### config.mk
export PLATFORM = sky130hd
export DESIGN_NAME = pio_address_translator
export DESIGN_NICKNAME = d
export VERILOG_FILES = /design/src/logic/pio_address_translator.v
export VERILOG_INCLUDE_DIRS = /design/src /design/src/include
export SDC_FILE = /design/constraint.sdc
export NUM_CORES = 1
export LEC_CHECK = 0
export BUFFER_PORTS_ARGS = -buffer_cell sky130_fd_sc_hd__clkbuf_2
export CORE_MARGIN = 2
export CORE_UTILIZATION = 50
export CTS_BUF_LIST = sky130_fd_sc_hd__clkbuf_16
export CTS_CLUSTER_SIZE = 24
export DETAILED_ROUTE_END_ITERATION = 10
export PLACE_DENSITY = 0.81
export SYNTH_ARGS = -nofsm -noshare
export SYNTH_HDL_FRONTEND = slang
export SYNTH_SLANG_ARGS = --single-unit
### constraint.sdc
create_clock -name mclk -period 2.9 [get_ports mclk]
set_input_delay 0.435 -clock mclk [delete_from_list [all_inputs] [get_ports mclk]]
set_output_delay 0.435 -clock mclk [all_outputs]
set_load 0.02 [all_outputs]
### src/include/pio_xlate_regs.vh
`ifndef PIO_XLATE_REGS_VH
`define PIO_XLATE_REGS_VH
// apb register byte offsets
`define OFF_CTRL        12'h000
`define OFF_STATUS      12'h004
`define OFF_LAST_ADDR   12'h008
`define OFF_LOCAL_CNT   12'h00c
`define OFF_DEVREG_BASE 12'h040
`define OFF_DEVREG_TOP  12'h07c
// control word fields
`define CTRL_NODE_LSB   0
`define CTRL_NODE_W     11
// device register fields: [11:0] offset, [12] memory space select
`define DEV_OFF_LSB     0
`define DEV_OFF_W       12
`define DEV_MEM_BIT     12
`define DEV_RESET       13'h0000
// processor address fields
`define NODE_MSB        48
`define NODE_LSB        38
`define SEL_MSB         27
`define SEL_LSB         20
`define WIN_MSB         23
`define WIN_LSB         20
`define LOW_MSB         19
`define XLATE_LSB       20
`endif

### src/logic/pio_address_translator.v
// Operation
// - bus addresses for pio are 32 bits, single address cycle only
// - space select set gives a memory request, clear gives an i/o request
// - device register offset replaces bits 31 to 20 of the pio address
// - node hub compares address bits 48 to 38 with its own node number
// - match: request goes over the hub io link to the local bridge
// - mismatch: request goes across the network to the owning remote hub
// - bridge drives the translated address, not the processor address
// - window bits 23 to 20, above bit 19, pick the device register
// - widget/window bits dropped, offset placed above low 20 bits
//
// The placing of the registers and register access over APB were chosen for this implementation.
`timescale 1ns/1ps
`include "pio_xlate_regs.vh"
module pio_address_translator #(
  parameter ADDR_W = 50,
  parameter WIN_N  = 16
) (
  input  wire              mclk,
  input  wire              rst,
  input  wire              psel,
  input  wire              penable,
  input  wire              pwrite,
  input  wire [11:0]       paddr,
  input  wire [31:0]       pwdata,
  output reg  [31:0]       prdata,
  output reg               pready,
  output reg               pslverr,
  input  wire              req_valid,
  input  wire [ADDR_W-1:0] req_addr,
  input  wire              req_write,
  input  wire [3:0]        req_be,
  input  wire [31:0]       req_wdata,
  output reg               req_ready,
  output reg               rsp_valid,
  output reg  [31:0]       rsp_rdata,
  output reg               remote_valid,
  output reg  [ADDR_W-1:0] remote_addr,
  output reg               remote_write,
  output reg  [3:0]        remote_be,
  output reg  [31:0]       remote_wdata,
  input  wire              remote_ack,
  input  wire [31:0]       remote_rdata,
  output reg               pcix_valid,
  output reg  [31:0]       pcix_addr,
  output reg               pcix_mem,
  output reg               pcix_write,
  output reg  [3:0]        pcix_be,
  output reg  [31:0]       pcix_wdata,
  input  wire              pcix_ack,
  input  wire [31:0]       pcix_rdata
);
  ////////////////////////////////////////////////////////////////////////
  // router states, one-hot
  localparam ST_IDLE   = 3'b001;
  localparam ST_LOCAL  = 3'b010;
  localparam ST_REMOTE = 3'b100;

  reg [2:0]                  state_r;
  reg [`CTRL_NODE_W-1:0]     node_number_r;
  // last translated address kept for software to inspect
  reg [31:0]                 last_addr_r;
  // counters wrap silently; software must read them as differences
  reg [15:0]                 local_cnt_r;
  reg [15:0]                 remote_cnt_r;
  reg [`DEV_MEM_BIT:0]       devreg_r [0:WIN_N-1];

  wire [`CTRL_NODE_W-1:0] req_node = req_addr[`NODE_MSB:`NODE_LSB];
  wire is_local = (req_node == node_number_r);
  wire [3:0] win_idx = req_addr[`WIN_MSB:`WIN_LSB];
  wire [`DEV_MEM_BIT:0] sel_dev = devreg_r[win_idx];
  wire [`DEV_OFF_W-1:0] win_off = sel_dev[`DEV_OFF_W-1:0];
  wire                  win_mem = sel_dev[`DEV_MEM_BIT];
  wire [`LOW_MSB:0]     low_bits = req_addr[`LOW_MSB:0];
  // upper address bits dropped so only a 32-bit single cycle address leaves for the local bridge
  wire [31:0] xlate_addr = {win_off, low_bits};

  ////////////////////////////////////////////////////////////////////////
  // one wait state, then pready for one cycle; writes land on the edge that
  // ends the transfer, so the control and device registers never change under a pending access
  wire apb_acc  = psel & penable & ~pready;
  wire apb_done = psel & penable & pready;
  wire apb_wr   = apb_done & pwrite;
  wire dev_hit  = (paddr >= `OFF_DEVREG_BASE) && (paddr <= `OFF_DEVREG_TOP)
                  && (paddr[1:0] == 2'b00);
  wire [3:0] dev_idx = paddr[5:2];
  wire ctrl_hit = (paddr == `OFF_CTRL);
  wire map_hit  = dev_hit || ctrl_hit || (paddr == `OFF_STATUS)
                  || (paddr == `OFF_LAST_ADDR) || (paddr == `OFF_LOCAL_CNT);
  reg  [31:0] rd_nxt;

  ////////////////////////////////////////////////////////////////////////
  genvar g;
  generate
    for (g = 0; g < WIN_N; g = g + 1) begin : g_dev
      always @(posedge mclk) begin
        if (rst) begin
          devreg_r[g] <= `DEV_RESET;
        end else if (apb_wr && dev_hit && dev_idx == g) begin
          devreg_r[g] <= pwdata[`DEV_MEM_BIT:0];
        end
      end
    end
  endgenerate

  ////////////////////////////////////////////////////////////////////////
  always @* begin
    rd_nxt = 32'h0000_0000;
    if (dev_hit) begin
      rd_nxt = {19'h0_0000, devreg_r[dev_idx]};
    end else begin
      case (paddr)
        `OFF_CTRL:      rd_nxt = {21'h00_0000, node_number_r};
        `OFF_STATUS:    rd_nxt = {13'h0000, state_r, remote_cnt_r};
        `OFF_LAST_ADDR: rd_nxt = last_addr_r;
        `OFF_LOCAL_CNT: rd_nxt = {16'h0000, local_cnt_r};
        default:        rd_nxt = 32'h0000_0000;
      endcase
    end
  end

  // unmapped reads return zero with pslverr; unmapped writes change nothing
  always @(posedge mclk) begin
    if (rst) begin
      pready  <= 1'b0;
      pslverr <= 1'b0;
      prdata  <= 32'h0000_0000;
    end else begin
      pready  <= apb_acc;
      pslverr <= apb_acc & ~map_hit;
      prdata  <= apb_acc ? rd_nxt : 32'h0000_0000;
    end
  end

  always @(posedge mclk) begin
    if (rst) begin
      node_number_r <= {`CTRL_NODE_W{1'b0}};
    end else if (apb_wr && ctrl_hit) begin
      node_number_r <= pwdata[`CTRL_NODE_W-1:0];
    end
  end

  ////////////////////////////////////////////////////////////////////////
  always @(posedge mclk) begin
    if (rst) begin
      state_r      <= ST_IDLE;
      req_ready    <= 1'b0;
      rsp_valid    <= 1'b0;
      rsp_rdata    <= 32'h0000_0000;
      remote_valid <= 1'b0;
      remote_addr  <= {ADDR_W{1'b0}};
      remote_write <= 1'b0;
      remote_be    <= 4'h0;
      remote_wdata <= 32'h0000_0000;
      pcix_valid   <= 1'b0;
      pcix_addr    <= 32'h0000_0000;
      pcix_mem     <= 1'b0;
      pcix_write   <= 1'b0;
      pcix_be      <= 4'h0;
      pcix_wdata   <= 32'h0000_0000;
      last_addr_r  <= 32'h0000_0000;
      local_cnt_r  <= 16'h0000;
      remote_cnt_r <= 16'h0000;
    end else begin
      // req_ready and rsp_valid are one-cycle pulses, so a req_valid held past the req_ready cycle is retaken
      req_ready <= 1'b0;
      rsp_valid <= 1'b0;
      case (state_r)
        ST_IDLE: begin
          if (req_valid && !req_ready) begin
            if (is_local) begin
              pcix_valid  <= 1'b1;
              pcix_addr   <= xlate_addr;
              last_addr_r <= xlate_addr;
              pcix_mem    <= win_mem;
              pcix_write  <= req_write;
              pcix_be     <= req_be;
              pcix_wdata  <= req_wdata;
              local_cnt_r <= local_cnt_r + 16'h0001;
              state_r     <= ST_LOCAL;
            end else begin
              // the remote hub translates on its own side, so the address leaves whole
              remote_valid <= 1'b1;
              remote_addr  <= req_addr;
              remote_write <= req_write;
              remote_be    <= req_be;
              remote_wdata <= req_wdata;
              remote_cnt_r <= remote_cnt_r + 16'h0001;
              state_r      <= ST_REMOTE;
            end
          end
        end
        ST_LOCAL: begin
          if (pcix_ack) begin
            pcix_valid <= 1'b0;
            req_ready  <= 1'b1;
            rsp_valid  <= 1'b1;
            if (pcix_write) begin
              rsp_rdata <= 32'h0000_0000;
            end else begin
              rsp_rdata <= pcix_rdata;
            end
            state_r    <= ST_IDLE;
          end
        end
        ST_REMOTE: begin
          if (remote_ack) begin
            remote_valid <= 1'b0;
            req_ready    <= 1'b1;
            rsp_valid    <= 1'b1;
            if (remote_write) begin
              rsp_rdata <= 32'h0000_0000;
            end else begin
              rsp_rdata <= remote_rdata;
            end
            state_r      <= ST_IDLE;
          end
        end
        default: state_r <= ST_IDLE;
      endcase
    end
  end
endmodule // pio_address_translator

==> metrics.md, run 1 <==
| Metric | Value |
|---|---|
| Post-CTS setup buffers | 0 |
| Vias per cell | 6.10 |
| Tightest Pin Transition | 1150 ps |
| Post_cts resized | 0 |
| Ys flop type | dfxtp_1 |
| Die W | 214 microns |
| Syn nets | 2187 |
| Total CTS buffers | 49 |
| Worst Setup End Kind | flop |
| Ys Warns | 0 |
| Relative slew slack | 0.233 |
| #FFs+latches synth | 480 |
| Arrival @ worst endpoint | 3000 ps |
| Post-Route Setup TNS | 0 ps |
| Synth area leader | edfxtp_1 |
| Drt total wl | 69500 microns |
| Worst Setup EP | remote_cnt_r[9] |
| Initial antenna violation count | 7 |
| Cell Area, Synth | 22000 sq um |
| Fmax | 401 MHz |
| # setup viols final | 0 |
| Nets | 2531 |
| Top cells by area, synth | edfxtp_1 28%, dfxtp_1 25%, mux4_2 11% |
| Status | finished clean |
| Yosys top cell area share | 0.283 |
| Post-CTS Hold Buffers | 0 |
| Hold crit path type | input pin to flop |
| Req. time, crit path | 3410 ps |
| Htree depth | 2 |
| Async set or reset register ratio after synthesis | 0 |
| Vias in the first global route | 17500 |
| Routed len/inst | 23.5 microns |
| Antenna viol nets, final | 0 |
| Iteration-0 DRC Markers | 2157 |
| Pwr dens | 564 nW/um^2 |
| Avg Cell Area, Syn | 11.1 sq um |
| Seq. cell area | 11700 sq um |
| FP Rows | 76 |
| Worst-Skew Late Latency | 600 ps |
| Clock transition at path regs | 60 ps |
| Worst reg-to-reg setup slack | 410 ps |
| DRC errors left | 0 |
| Longest Clk Path Bufs | 3 |
| Launching point of the worst reg2reg path | state_r[0] |
| Seq/Total Area, Yosys | 0.531 |
| Post-synth EDFFs | 208 |
| Final Hold Vio Count | 0 |
| RR Endpoint | remote_cnt_r[9] |
| Total track usage | 0.297 |
| Ports | 430 |
| Filler Cells Inserted | 3378 |
| Area taken by multi-input logic gates | 9650 sq um |
| Share of layout cells above drive strength 1 | 0.286 |
| Full die area | 45800 sq um |
| VDD IR-drop max | 0.458 mV |
| Min Clock Period, post-route | 2490 ps |
| IO buf count | 410 |
| Starting Density | 0.509 |
| RSZ-0062 raised after global routing | false |
| Sink Count | 480 |
| Distinct cell type count of the synthesized netlist | 47 |
| Gr ovfl total | 0 |
| Area grow syn2layout | 19.5% |
| Lkg Pwr | 10.2 nW |
| CTS tree | built |
| Clock skew | 20.3 ps |
| Routability Congestion | 0.976 |
| Worst-path fanout max | 8 |
| Die H | 214 microns |
| First-pass GRT wire length | 105000 microns |
| Final period utilization | 0.860 |
| Pre-antenna DRT Iters | 6 |
| Worst Reg-to-Reg Cells | 5 |
| Crit Path Category | flop to flop |
| Placement Setup Slack | 188 ps |
| Setup ws final | 407 ps |
| Detailed placer's ending HPWL | 49000 microns |
| Fin. max-slew vios | 0 |
| Core area | 43300 sq um |
| Crit. Startpoint | state_r[0] |
| Max Cap Viol | 0 |
| CP Launch Type | flop |
| CTS root buffer | clkbuf_16 |
| Largest net degree at the start of global routing | 201 |
| DR vias | 18100 |
| Mapped Cells | 1982 |
[sequential cells by signal, indices dropped and copies added, names as in the netlist, 3 cells and up]
| name | count |
|---|---|
| rsp_rdata | 32 |
| node_number_r | 11 |
| remote_wdata | 32 |
| pcix_be | 4 |
| local_cnt_r | 16 |
| pcix_wdata | 32 |
| state_r | 3 |
| remote_be | 4 |
| prdata | 32 |
| last_addr_r | 32 |
| remote_addr | 50 |
| devreg_r | 208 |
| remote_cnt_r | 16 |
[cell usage in the layout (no fill, tap or decap), drive strengths merged, types with 5 or more instances in the layout]
cell type / count
inv: 24
nand3: 16
and4: 7
a21o: 24
or4: 14
mux2i: 33
a222oi: 11
a21oi: 187
nand2b: 6
nand3b: 91
nor3: 11
diode: 6
clkinv: 23
or3: 13
nand2: 168
edfxtp: 208
xnor2: 13
nor4: 5
clkbuf: 457
bufinv: 5
nand4: 14
a221oi: 12
a211oi: 33
buf: 67
a22oi: 65
and3: 18
dfxtp: 272
o31ai: 17
nor2: 85
nor2b: 11
mux4: 104
o21ai: 102
and2: 211
mux2: 18
[cells by family after synthesis]
kind of cell / count (synthesis) / share of synthesized area
fa+ha+maj: 2 / 0.00114
compound gates: 464 / 0.128
flops: 480 / 0.531
xor+xnor: 13 / 0.00517
simple gates: 677 / 0.171
mux: 155 / 0.130
buf+inv: 191 / 0.0340
[metrics by stage]
stage               instances  instance area, sq um  hold slack (ps)  total power, W   util
global route             2957                 26300             37.7          0.0153  0.609
global placement         2860                 24800              439         0.00875  0.572
detailed placement       2860                 24800              444         0.00880  0.572
finish                   2958                 26300             47.1          0.0149  0.609
CTS                      2952                 26300             24.7          0.0149  0.609
floorplan                1982                 22000              448         0.00824      -
[synth_stat cells, types with 16 or more instances]
| master | instances |
|---|---|
| o31ai_1 | 17 |
| a21o_1 | 24 |
| a211oi_1 | 33 |
| and2_1 | 211 |
| and3_1 | 18 |
| mux4_2 | 104 |
| nand2_1 | 168 |
| edfxtp_1 | 208 |
| nand3_1 | 16 |
| mux2i_1 | 33 |
| dfxtp_1 | 272 |
| a21oi_1 | 187 |
| clkbuf_1 | 148 |
| nand3b_1 | 91 |
| o21ai_0 | 102 |
| a22oi_1 | 65 |
| nor2_1 | 85 |
| mux2_2 | 18 |
| buf_2 | 22 |
[routing by layer]
layer / vias up / track usage / part of all wire
met1: 8824 / 0.362 / 0.36
met4: 2 / 0.114 / 0.041
met2: 1011 / 0.517 / 0.50
met5: - / 0 / 0.00010
li1: 8043 / - / -
met3: 174 / 0.0604 / 0.099
[power breakdown]
group | leakage [nW] | switching [W] | internal (W)
sequential | 4.37 | 0.0000979 | 0.00722
combinational | 4.96 | 0.000835 | 0.000530
clock | 0.817 | 0.00267 | 0.00351
total | 10.2 | 0.00360 | 0.0113
[worst min path at each step]
stage	start	to	slack, ps	cells past startpoint
after floorplan	local_cnt_r[15]	local_cnt_r[15]	450	2
after global placement	pcix_be[2]	pcix_be[2]	440	2
after detailed placement	pcix_wdata[7]	pcix_wdata[7]	440	2
after CTS	pcix_ack	pcix_valid	20	2
after global routing	pcix_ack	pcix_valid	40	2
final	pcix_ack	pcix_valid	50	2
[final cells by class]
| cell class | count | area share |
|---|---|---|
| Timing Repair Buffer | 475 | 0.101 |
| Sequential cell | 480 | 0.444 |
| Clock buffer | 49 | 0.0465 |
| Multi-Input combinational cell | 1311 | 0.366 |
| Clock inverter | 43 | 0.0126 |
| Inverter | 9 | 0.00128 |
| Antenna cell | 6 | 0.000570 |
| Tap cell | 585 | 0.0278 |
[worst max-delay path: stages, from the launching register on]
cell and delay [ps]:
dfxtp_1 480, nand4bb_1 310, or4b_4 630, a311o_1 460
or3_1 380, a21oi_1 150
Note: power is estimated with default switching activity, not from simulation.
==> run 2, diff against run 1 <==
--- a/config.mk
+++ b/config.mk
@@ -7,8 +7,10 @@
 export NUM_CORES = 1
 export LEC_CHECK = 0
 export BUFFER_PORTS_ARGS = -buffer_cell sky130_fd_sc_hd__clkbuf_2
+export CELL_PAD_IN_SITES_DETAIL_PLACEMENT = 0
+export CELL_PAD_IN_SITES_GLOBAL_PLACEMENT = 2
 export CORE_MARGIN = 2
-export CORE_UTILIZATION = 50
+export CORE_UTILIZATION = 32
 export CTS_BUF_LIST = sky130_fd_sc_hd__clkbuf_16
 export CTS_CLUSTER_SIZE = 24
 export DETAILED_ROUTE_END_ITERATION = 10
==> run 2 against run 1 <==
  * Via count shrank 2.1%
  * Clock power grew 7.9%
  * Power grew 3.5%
  * Die area grew 55%
  * Final area grew 2.6%
  * Sequential power is essentially flat
  * Sequential cell count is the same
  * Global-route usage shrank 8.7 points
==> metrics.md, run 2 (synthesis results as in run 1) <==
| Metric | Value |
|---|---|
| Status | finished clean (unchanged) |
| Final period utilization | 0.811 (was 0.860) |
| Sink Count | 480 (unchanged) |
| VDD IR-drop max | 0.406 mV (was 0.458 mV) |
| Req. time, crit path | 3430 ps (was 3410 ps) |
| Total CTS buffers | 53 (was 49) |
| Full die area | 71000 sq um (was 45800 sq um) |
| Core area | 68300 sq um (was 43300 sq um) |
| Vias per cell | 5.38 (was 6.10) |
| CP top delay family | simple AND/OR/NAND/NOR gates (unchanged) |
| Vias in the first global route | 17000 (was 17500) |
| Worst stage delay on the critical path | 600 ps (was 630 ps) |
| Clock transition at path regs | 60 ps (about the same) |
| Hold crit path type | input pin to flop (unchanged) |
| Most frequent cells in the layout | 406 x clkbuf_2, 272 x dfxtp_1, 211 x and2_1 (was 407 x clkbuf_2, 272 x dfxtp_1, 211 x and2_1) |
| Post-CTS Hold Buffers | 0 (unchanged) |
| Detailed placer's ending HPWL | 55200 microns (was 49000 microns) |
| Arrival @ worst endpoint | 2880 ps (was 3000 ps) |
| Worst Path Buf+Inv | 0 (unchanged) |
| Max reg flops | 208 (unchanged) |
| CP Launch Type | flop (unchanged) |
| Ports | 430 (unchanged) |
| Critical-path cell list | nand4bb_1 -> or4b_4 -> a311o_1 -> or3_1 -> a21oi_1 (unchanged) |
| Fin. max-slew vios | 0 (unchanged) |
| Longest Clk Path Bufs | 3 (unchanged) |
| Pwr dens | 569 nW/um^2 (was 564 nW/um^2) |
| FP Rows | 96 (was 76) |
| CTS root buffer | clkbuf_16 (unchanged) |
| Final Hold Vio Count | 0 (unchanged) |
| DRC errors left | 0 (unchanged) |
| Post-Route Setup TNS | 0 ps (unchanged) |
| First-pass GRT wire length | 112000 microns (was 105000 microns) |
| Clock skew | 19.1 ps (was 20.3 ps) |
| Biggest regs | devreg_r x208, remote_addr x50 (unchanged) |
| Routed len/inst | 23.4 microns (was 23.5 microns) |
| Reg with most FFs | devreg_r (unchanged) |
| Tightest Pin Transition | 988 ps (was 1150 ps) |
| Crit Path Category | flop to flop (unchanged) |
| Crit-path slowest cell | or4b_4 (unchanged) |
| Drt total wl | 76800 microns (was 69500 microns) |
| Largest net degree at the start of global routing | 152 (was 201) |
| Die H | 266 microns (was 214 microns) |
| Total track usage | 0.210 (was 0.297) |
| Share of layout cells above drive strength 1 | 0.299 (was 0.286) |
| Nets | 2557 (was 2531) |
| IO buf count | 410 (unchanged) |
| Commonest non-fill, non-tap cell in the layout | clkbuf_2 (unchanged) |
| Htree depth | 2 (unchanged) |
| Area grow syn2layout | 22.7% (was 19.5%) |
| CTS tree | built (unchanged) |
| Max Cap Viol | 0 (unchanged) |
| Worst Setup End Kind | flop (unchanged) |
| Worst-Skew Late Latency | 620 ps (was 600 ps) |
| Relative slew slack | 0.341 (was 0.233) |
| RSZ-0062 raised after global routing | false (unchanged) |
| Fmax | 425 MHz (was 401 MHz) |
| DR vias | 17700 (was 18100) |
| Area of placed instances | 25300 sq um (was 24800 sq um) |
| Worst-path fanout max | 7 (was 8) |
| Antenna viol nets, final | 0 (unchanged) |
| Pre-antenna DRT Iters | 6 (unchanged) |
| Routability Congestion | 0.848 (was 0.976) |
| Starting Density | 0.322 (was 0.509) |
| Initial antenna violation count | 4 (was 7) |
| Post-CTS setup buffers | 0 (unchanged) |
| # setup viols final | 0 (unchanged) |
| Final instance area | 27000 sq um (was 26300 sq um) |
| Post_cts resized | 0 (unchanged) |
| Lkg Pwr | 10.3 nW (was 10.2 nW) |
| Die W | 266 microns (was 214 microns) |
| Min Clock Period, post-route | 2350 ps (was 2490 ps) |
| Gr ovfl total | 0 (unchanged) |
| Iteration-0 DRC Markers | 1826 (was 2157) |
## run 2: cell count changes in the layout (fill, tap and decap cells not counted), sizes merged
| cell | before | now |
|---|---|---|
| buf | 67 | 90 |
| inv | 24 | 21 |
| clkbuf | 457 | 462 |
| clkinvlp | 0 | 1 |
| diode | 6 | 4 |
| bufinv | 5 | 4 |
| clkinv | 23 | 28 |
## run 2: through the flow
step                hold slack (ps)  utilization  setup slack, ps  total power, W  std cells
floorplan                       448            -              129         0.00824       1982
finish                         51.5        0.396              547          0.0154       3283
global placement                438        0.370              407         0.00883       3179
global route                   51.7        0.395              409          0.0159       3279
CTS                            31.1        0.395              504          0.0155       3279
detailed placement              443        0.370              395         0.00886       3179
## run 2: final timing paths
path	cells past startpoint	slack, ps	from	to
max reg2reg	5	550	state_r[0]	remote_cnt_r[12]
min	2	50	pcix_ack	pcix_valid
min reg2reg	2	450	pcix_wdata[31]	pcix_wdata[31]
max	5	550	state_r[0]	remote_cnt_r[12]
## run 2: per-layer routing
layer,global-route usage,part of all wire,up-vias
met2,0.346,0.48,690
met5,0,0.00017,-
met3,0.0415,0.085,84
li1,-,-,8085
met1,0.284,0.42,8812
met4,0.0509,0.022,2
## run 2: power by group
| part | switching (W) | internal (W) | leakage (nW) |
|---|---|---|---|
| Sequential | 0.0000938 | 0.00722 | 4.37 |
| Combinational | 0.000868 | 0.000532 | 5.08 |
| Clock | 0.00287 | 0.00380 | 0.876 |
| Total | 0.00383 | 0.0116 | 10.3 |
## run 2: final cells by class
class	count	area, sq um
Sequential cell	480	11700
Antenna cell	4	10.0
Clock buffer	55	1380
Tap cell	882	1100
Multi-Input combinational cell	1311	9650
Inverter	9	33.8
Fill cell	6713	41300
Timing Repair Buffer	497	2830
Clock inverter	45	338
